--- config.mk ---
export PLATFORM = sky130hd
export DESIGN_NAME = rers_sequencer
export DESIGN_NICKNAME = d
export VERILOG_FILES = /design/src/rers_pkg.sv /design/src/rers_sequencer.sv
export VERILOG_INCLUDE_DIRS = /design/src
export SDC_FILE = /design/constraint.sdc
export NUM_CORES = 1
export LEC_CHECK = 0
export BUFFER_PORTS_ARGS = -buffer_cell sky130_fd_sc_hd__buf_2
export CORE_MARGIN = 8
export CORE_UTILIZATION = 55
export CTS_CLUSTER_DIAMETER = 120
export DETAILED_ROUTE_END_ITERATION = 16
export GPL_ROUTABILITY_DRIVEN = 0
export PLACE_DENSITY = 0.85
export REMOVE_ABC_BUFFERS = 1
export SLEW_MARGIN = 20
export SYNTH_ARGS = -nofsm -noshare
export SYNTH_HDL_FRONTEND = slang
export SYNTH_SLANG_ARGS = --single-unit
--- constraint.sdc ---
create_clock -name clk_in -period 2.5 [get_ports clk_in]
set_input_delay 0.125 -clock clk_in [delete_from_list [all_inputs] [get_ports clk_in]]
set_output_delay 0.125 -clock clk_in [all_outputs]
set_load 0.005 [all_outputs]
--- src/rers_regs.svh ---
`ifndef RERS_REGS_SVH
`define RERS_REGS_SVH

// longest internal power-on reset hold after both supplies are good
`define RERS_POR_HOLD_MS     110
// least wait before the first bus access after supplies are available
`define RERS_BUS_WAIT_MS     150
// least off time between toggles, lets the buck regulator discharge; not enforced here, regulators_enable follows the requests at once
`define RERS_DISCHARGE_MS    10
`define RERS_CLK_KHZ         250000
`define RERS_POR_HOLD_CYC    (`RERS_POR_HOLD_MS * `RERS_CLK_KHZ)
`define RERS_DISCHARGE_CYC   (`RERS_DISCHARGE_MS * `RERS_CLK_KHZ)

`endif

--- src/rers_pkg.sv ---
package rers_pkg;

  typedef struct packed {
    logic wlan_power_request;
    logic bluetooth_power_request;
  } rers_req_t;

  typedef struct packed {
    logic regulators_enable;
    logic wlan_reset_n;
    logic bluetooth_reset_n;
  } rers_ctl_t;

  // gray coded along off -> hold -> run
  typedef enum logic [1:0] {
    RERS_OFF  = 2'b00,
    RERS_HOLD = 2'b01,
    RERS_RUN  = 2'b11
  } rers_state_t;

endpackage : rers_pkg

--- src/rers_sequencer.sv ---
`timescale 1ns/10ps
`include "rers_regs.svh"

module rers_sequencer
  import rers_pkg::*;
#(
  parameter int unsigned POR_HOLD_CYC = `RERS_POR_HOLD_CYC
) (
  input  wire logic      clk_in,      // 250 MHz clock
  input  wire logic      rst_n_in,    // sync reset, active low
  input  wire logic      supplies_good_in, // core and io supply past threshold
  input  wire rers_req_t req_in,      // asynchronous host requests
  output rers_ctl_t      ctl_out,     // regulator enable and section resets
  output logic           por_active_out // internal power-on reset held
);

  // ****************************************
  // input synchronisers
  // ****************************************
  rers_req_t req_meta_reg;
  rers_req_t req_sync_reg;
  logic      good_meta_reg;
  logic      good_sync_reg;

  always_ff @(posedge clk_in) begin
    if (!rst_n_in) begin
      req_meta_reg  <= '0;
      req_sync_reg  <= '0;
      good_meta_reg <= 1'b0;
      good_sync_reg <= 1'b0;
    end else begin
      req_meta_reg  <= req_in;
      req_sync_reg  <= req_meta_reg;
      good_meta_reg <= supplies_good_in;
      good_sync_reg <= good_meta_reg;
    end
  end

  // ****************************************
  // power-on reset counter
  // ****************************************
  // counter width covers the full default hold; parameter may shrink it
  localparam int unsigned CW = $clog2(POR_HOLD_CYC + 1);
  localparam logic [CW-1:0] POR_LAST = CW'(POR_HOLD_CYC - 1);

  logic [CW-1:0] por_cnt_reg;
  logic [CW-1:0] por_cnt_next;
  rers_state_t   state_reg;
  rers_state_t   state_next;

  wire logic any_req  = req_sync_reg.wlan_power_request |
                        req_sync_reg.bluetooth_power_request;
  wire logic por_done = (por_cnt_reg == POR_LAST);

  // supplies dropping restarts the hold; hold never exceeds POR_HOLD_CYC
  always_comb begin
    state_next   = state_reg;
    por_cnt_next = por_cnt_reg;
    case (state_reg)
      RERS_OFF: begin
        por_cnt_next = '0;
        if (good_sync_reg) state_next = RERS_HOLD;
      end
      RERS_HOLD: begin
        por_cnt_next = por_cnt_reg + CW'(1);
        if (!good_sync_reg) state_next = RERS_OFF;
        else if (por_done) state_next = RERS_RUN;
      end
      RERS_RUN: begin
        if (!good_sync_reg) state_next = RERS_OFF;
      end
      default: state_next = RERS_OFF;
    endcase
  end

  // ****************************************
  // outputs
  // ****************************************
  wire logic       run_next = (state_next == RERS_RUN);
  wire rers_ctl_t  ctl_next = '{
    regulators_enable: any_req,
    wlan_reset_n: run_next & req_sync_reg.wlan_power_request,
    bluetooth_reset_n: run_next &
                       req_sync_reg.bluetooth_power_request
  };

  always_ff @(posedge clk_in) begin
    if (!rst_n_in) begin
      state_reg      <= RERS_OFF;
      por_cnt_reg    <= '0;
      ctl_out        <= '0;
      por_active_out <= 1'b1;
    end else begin
      state_reg      <= state_next;
      por_cnt_reg    <= por_cnt_next;
      ctl_out        <= ctl_next;
      por_active_out <= !run_next;
    end
  end

  // ****************************************
  // checks: regulator enable
  // ****************************************
  reg_or_both_a: assert property (
    @(posedge clk_in) disable iff (!rst_n_in)
    ##1 ctl_out.regulators_enable == $past(any_req))
    else $error("regulator enable not the or of requests");
  reg_on_a: assert property (
    @(posedge clk_in) disable iff (!rst_n_in)
    any_req |=> ctl_out.regulators_enable)
    else $error("regulators off with a request high");
  reg_off_a: assert property (
    @(posedge clk_in) disable iff (!rst_n_in)
    !any_req |=> !ctl_out.regulators_enable)
    else $error("regulators on with both requests low");
  sync_req_a: assert property (
    @(posedge clk_in) disable iff (!rst_n_in)
    req_sync_reg == $past(req_meta_reg))
    else $error("request synchroniser skipped a stage");

  // ****************************************
  // checks: section resets
  // ****************************************
  wlan_reset_a: assert property (
    @(posedge clk_in) disable iff (!rst_n_in)
    !req_sync_reg.wlan_power_request |=> !ctl_out.wlan_reset_n)
    else $error("wlan released while its request low");
  wlan_release_a: assert property (
    @(posedge clk_in) disable iff (!rst_n_in)
    (state_reg == RERS_RUN && good_sync_reg &&
     req_sync_reg.wlan_power_request) |=> ctl_out.wlan_reset_n)
    else $error("wlan held in reset while requested");
  wlan_power_a: assert property (
    @(posedge clk_in) disable iff (!rst_n_in)
    ctl_out.wlan_reset_n |-> ctl_out.regulators_enable)
    else $error("wlan out of reset with regulators off");
  bt_reset_a: assert property (
    @(posedge clk_in) disable iff (!rst_n_in)
    !req_sync_reg.bluetooth_power_request |=>
      !ctl_out.bluetooth_reset_n)
    else $error("bluetooth released while its request low");
  bt_release_a: assert property (
    @(posedge clk_in) disable iff (!rst_n_in)
    (state_reg == RERS_RUN && good_sync_reg &&
     req_sync_reg.bluetooth_power_request) |=> ctl_out.bluetooth_reset_n)
    else $error("bluetooth held in reset while requested");
  bt_power_a: assert property (
    @(posedge clk_in) disable iff (!rst_n_in)
    ctl_out.bluetooth_reset_n |-> ctl_out.regulators_enable)
    else $error("bluetooth out of reset with regulators off");

  // ****************************************
  // checks: power-on reset
  // ****************************************
  // ages the synchronised supply flag, one bit wider than the hold counter
  // so that one past the hold still fits; past the hold the reset is gone
  localparam int unsigned   AW      = CW + 1;
  localparam logic [AW-1:0] AGE_TOP = AW'(POR_HOLD_CYC);

  logic [AW-1:0] good_age_reg;

  always_ff @(posedge clk_in) begin
    if (!rst_n_in || !good_sync_reg) begin
      good_age_reg <= '0;
    end else if (good_age_reg <= AGE_TOP) begin
      good_age_reg <= good_age_reg + AW'(1);
    end
  end

  sync_good_a: assert property (
    @(posedge clk_in) disable iff (!rst_n_in)
    good_sync_reg == $past(good_meta_reg))
    else $error("supply synchroniser skipped a stage");
  hold_start_a: assert property (
    @(posedge clk_in) disable iff (!rst_n_in)
    (state_reg == RERS_OFF && good_sync_reg) |=>
      (state_reg == RERS_HOLD && por_cnt_reg == '0))
    else $error("hold did not start from zero");
  hold_count_a: assert property (
    @(posedge clk_in) disable iff (!rst_n_in)
    (state_reg == RERS_HOLD && good_sync_reg && !por_done) |=>
      (state_reg == RERS_HOLD &&
       por_cnt_reg == $past(por_cnt_reg) + CW'(1)))
    else $error("hold counter did not advance");
  por_bound_a: assert property (
    @(posedge clk_in) disable iff (!rst_n_in)
    (state_reg == RERS_HOLD) |-> por_cnt_reg < CW'(POR_HOLD_CYC))
    else $error("power-on reset held too long");
  por_exit_a: assert property (
    @(posedge clk_in) disable iff (!rst_n_in)
    (state_reg == RERS_HOLD && por_done && good_sync_reg) |=>
      (state_reg == RERS_RUN && !por_active_out))
    else $error("power-on reset not released at hold end");
  por_limit_a: assert property (
    @(posedge clk_in) disable iff (!rst_n_in)
    (good_age_reg > AGE_TOP) |-> !por_active_out)
    else $error("power-on reset outlived the hold");
  por_restart_a: assert property (
    @(posedge clk_in) disable iff (!rst_n_in)
    (state_reg != RERS_OFF && !good_sync_reg) |=> (state_reg == RERS_OFF))
    else $error("supply loss did not restart the hold");
  off_stay_a: assert property (
    @(posedge clk_in) disable iff (!rst_n_in)
    (state_reg == RERS_OFF && !good_sync_reg) |=> (state_reg == RERS_OFF))
    else $error("hold started without supplies");
  run_stay_a: assert property (
    @(posedge clk_in) disable iff (!rst_n_in)
    (state_reg == RERS_RUN && good_sync_reg) |=>
      (state_reg == RERS_RUN && !por_active_out))
    else $error("power-on reset came back with supplies good");
  hold_reset_a: assert property (
    @(posedge clk_in) disable iff (!rst_n_in)
    (state_reg != RERS_RUN) |->
      (!ctl_out.wlan_reset_n && !ctl_out.bluetooth_reset_n))
    else $error("section released before the hold ended");
  por_sections_a: assert property (
    @(posedge clk_in) disable iff (!rst_n_in)
    por_active_out |->
      (!ctl_out.wlan_reset_n && !ctl_out.bluetooth_reset_n))
    else $error("section released during power-on reset");

endmodule : rers_sequencer

==> metrics.log <==
INFO  metric placedCellCount = 207
INFO  metric power-per-cell-area = about 590 nW/um2
INFO  metric synth_area = 1610 um2
INFO  metric ys_ff_latch = 37
INFO  metric critical_path.max_stage_delay = 470 ps
INFO  metric synth-seq-area-share = 45.9%
INFO  metric synthCells = 172
INFO  metric post_synth_xor_area_fraction = 6.51%
INFO  metric wl_per_instance = ~16 um
INFO  metric synth_fa_ha_area_share = less than 1%
INFO  metric synthesis.yosys.warnings = 0
INFO  metric cts_repair_resize_count = 0
INFO  metric regArea = 741 um2
INFO  metric synthSimpleGateAreaFrac = about a third
INFO  metric leakage = around 0.65 nW
INFO  metric final_cell_count_no_fill = 218
INFO  metric drcViolationCount = 0
INFO  metric number_of_primary_i_o_pins = 9
INFO  metric worst-setup-path-type = register to register
INFO  metric grt_max_degree = 28
INFO  metric area.growth.synth_to_final = 11.2%
INFO  metric n_fill_cell = roughly 230
INFO  metric fp-row-count = 19
INFO  metric number_of_maximum_capacitance_constraint_violations = 0
INFO  metric cts-hold-fix-buffers = 3
INFO  metric timing.critical_path.arrival = 2170 ps
INFO  metric dp.final_hpwl = 2450 um
INFO  metric via_count = 1343
INFO  metric chipWidth = approximately 70 um
INFO  metric report.final.setup_viol = 0
INFO  metric starting_utilization_of_the_core_area = 58.0%
INFO  metric finalMaxSlewViolations = 0
INFO  metric worst_setup_hold_path_clk_slew = 110 ps
INFO  metric synth_top_family_by_area = simple AND/OR/NAND/NOR gates
INFO  metric endpoint_kind = register
INFO  metric via_per_inst = 6.16
INFO  metric min_path_type = input port to register
INFO  metric drtAntennaViolNets = 0
INFO  metric crit_slowest_cell = sky130_fd_sc_hd__dfxtp_1
INFO  metric wire_length_of_the_first_global_routing_pass = 6240 um
INFO  metric unrepaired_setup_endpoints_after_global_routing = false
INFO  metric fin_nets = 192
INFO  metric numCtsBuffers = 5
INFO  metric multi_input_comb_area = 831 um2
INFO  metric tritoncts_num_sinks = 37
INFO  metric finalCriticalPeriod = 1880 ps
INFO  metric skew = 15.2 ps
INFO  metric clock_path_buffers = 2
INFO  metric timing_worst_slew_pin_value = ~610 ps
INFO  metric antenna_found_initial = 0
INFO  metric fmax = 0.532 GHz
INFO  metric synth_area_per_cell = between 9 and 10 um2
INFO  metric post-cts-setup-buffer-count = 0
INFO  metric ctsRootBufferMaster = sky130_fd_sc_hd__clkbuf_4
INFO  metric post_synth_num_cell_types = 42
INFO  metric max_slew_margin = 59.2%
INFO  metric worst_ep_required_time = 2790 ps
INFO  metric largest_reg_flops = 25
INFO  metric post_synth_mux_area_share = 0.620%
INFO  metric startpoint_type = register
INFO  metric design.die.area = 4920 um2
INFO  metric fin_tns_setup = 0 ps
INFO  metric critPathBufInv = 0
INFO  metric timing.critical_path.max_delay_family = simple AND/OR/NAND/NOR gates
INFO  metric drt-pass1-iter-count = 4
INFO  metric synth_compound_gate_area_share = 10.1%
INFO  metric vdd_drop_max = 0.678 mV
INFO  metric diodes_inserted = 0
INFO  metric tritoncts_clock_tree = yes
INFO  metric finalCoreUtilization = 64.6%
INFO  metric die_height = approximately 70 um
INFO  metric timing_hold_violations_final = 0
INFO  metric grt_util_all_layers = between 10% and 20%
INFO  metric routed_wl = 3590 um
INFO  metric worst_skew_pair.late_latency = 360 ps
INFO  metric core-area = 2780 um2
INFO  metric first_global_vias = 1346
INFO  metric drtIter0Drc = 133
INFO  metric clock_tree.htree_level_count = 2
INFO  metric critical_path.max_fanout = 6
INFO  metric critical_path.cell_chain = nand4_1 > or2_2 > or4_1 > a21oi_1
INFO  metric global_route.overflow_total = 0
INFO  metric portBuffers = 8
INFO  metric post_route_cells_drive_above_1_share = about 15%
INFO  metric outcome = complete, no violations
INFO  metric timing.final.crit_share = roughly 75%
area by class of cell:
| class | count | area share (%) |
|---|---|---|
| Sequential cell | 37 | 41.3 |
| Tap cell | 31 | 2.16 |
| Clock inverter | 1 | 1.67 |
| Timing Repair Buffer | 12 | 4.32 |
| Clock buffer | 7 | 3.07 |
| Inverter | 6 | 1.25 |
| Multi-Input combinational cell | 124 | 46.3 |
through the flow:
| stage | hold WS (ps) | setup slack [ps] | power, mW | instance area [um2] |
|---|---|---|---|---|
| 3_5_place_dp | 345 | 668 | 0.624 | 1680 |
| 2_1_floorplan | 242 | 808 | 0.616 | 1590 |
| 5_1_grt | 63.0 | 532 | 1.08 | 1800 |
| 3_3_place_gp | 330 | 787 | 0.622 | 1680 |
| 4_1_cts | 64.1 | 638 | 1.05 | 1800 |
| 6_report | 54.3 | 622 | 1.06 | 1800 |
cell usage after synthesis, drive strengths merged:
master | n | area [um2]
nor4 | 6 | 52.6
and4b | 1 | 10.0
o21ai | 6 | 30.0
and3 | 3 | 18.8
nand2 | 11 | 43.8
ha | 1 | 12.5
nor4bb | 1 | 10.0
dfxtp | 37 | 741
nand4 | 9 | 68.8
nand4b | 3 | 41.3
a211o | 1 | 8.76
xnor2 | 7 | 61.3
inv | 6 | 22.5
a31o | 2 | 17.5
or4 | 5 | 41.3
nor4b | 2 | 17.5
a311o | 1 | 10.0
a21oi | 10 | 50.1
o211a | 1 | 10.0
or2 | 3 | 18.8
and4 | 1 | 8.76
nand3 | 5 | 25.0
nor2b | 2 | 12.5
clkbuf | 4 | 15.0
o31ai | 3 | 22.5
mux2i | 1 | 10.0
nor2 | 15 | 56.3
nor3 | 1 | 5.00
buf | 1 | 5.00
and2 | 9 | 56.3
o21a | 1 | 7.51
o22ai | 1 | 6.26
or3 | 7 | 53.8
xor2 | 5 | 43.8
final timing paths:
kind                                 startpoint               to  slack (ps)  depth (start not counted)
worst min register to register  req_meta_reg[0]  req_sync_reg[0]         440                          1
worst max register to register   por_cnt_reg[4]  por_cnt_reg[17]         620                          4
worst max-delay path             por_cnt_reg[4]  por_cnt_reg[17]         620                          4
worst min-delay path                   rst_n_in       ctl_out[2]          50                          2
power by group:
group,internal (mW),leakage (nW),total (mW),switching (mW)
Sequential,0.595,0.300,0.598,0.00262
Clock,0.239,0.0455,0.442,0.203
Combinational,0.00955,0.305,0.0168,0.00727
Total,0.843,0.650,1.06,0.213
placed cells by master, fill, tap and decap left out, types with 3 or more instances in the layout:
| cell type | Yosys | layout |
|---|---|---|
| sky130_fd_sc_hd__o31ai_1 | 3 | 3 |
| sky130_fd_sc_hd__and2_1 | 9 | 9 |
| sky130_fd_sc_hd__buf_2 | 1 | 8 |
| sky130_fd_sc_hd__or4_1 | 4 | 4 |
| sky130_fd_sc_hd__nor2_1 | 15 | 15 |
| sky130_fd_sc_hd__dfxtp_1 | 37 | 37 |
| sky130_fd_sc_hd__xor2_1 | 5 | 5 |
| sky130_fd_sc_hd__nand4_1 | 7 | 7 |
| sky130_fd_sc_hd__clkbuf_4 | 0 | 5 |
| sky130_fd_sc_hd__xnor2_1 | 7 | 7 |
| sky130_fd_sc_hd__a21oi_1 | 10 | 10 |
| sky130_fd_sc_hd__nand2_1 | 10 | 10 |
| sky130_fd_sc_hd__dlygate4sd3_1 | 0 | 3 |
| sky130_fd_sc_hd__nor4_1 | 5 | 5 |
| sky130_fd_sc_hd__and3_1 | 3 | 3 |
| sky130_fd_sc_hd__inv_1 | 6 | 6 |
| sky130_fd_sc_hd__nand3_1 | 5 | 5 |
| sky130_fd_sc_hd__o21ai_0 | 5 | 5 |
| sky130_fd_sc_hd__or3_1 | 5 | 5 |
routing by layer:
| metal | GRT usage (%) | part of all wire (%) | vias to the layer above | wire, um |
|---|---|---|---|---|
| met4 | 9.60 | 3.2 | 0 | 114 |
| met1 | 16.7 | 41 | 640 | 1480 |
| met3 | 5.79 | 4.9 | 15 | 176 |
| met2 | 25.8 | 51 | 38 | 1830 |
| met5 | 0 | 0 | - | 0 |
| li1 | - | - | 650 | - |
cells by family (layout without fill, tap and decap cells):
family / Yosys count / count (layout)
DFF: 37 / 37
and+or+nand+nor: 84 / 84
xor gates and xnor gates: 12 / 12
adders and majority gates: 1 / 1
buffers and inverters: 11 / 26
muxes: 1 / 1
AOI/OAI and AO/OA: 26 / 26
Note: power is estimated with default switching activity, not from simulation.
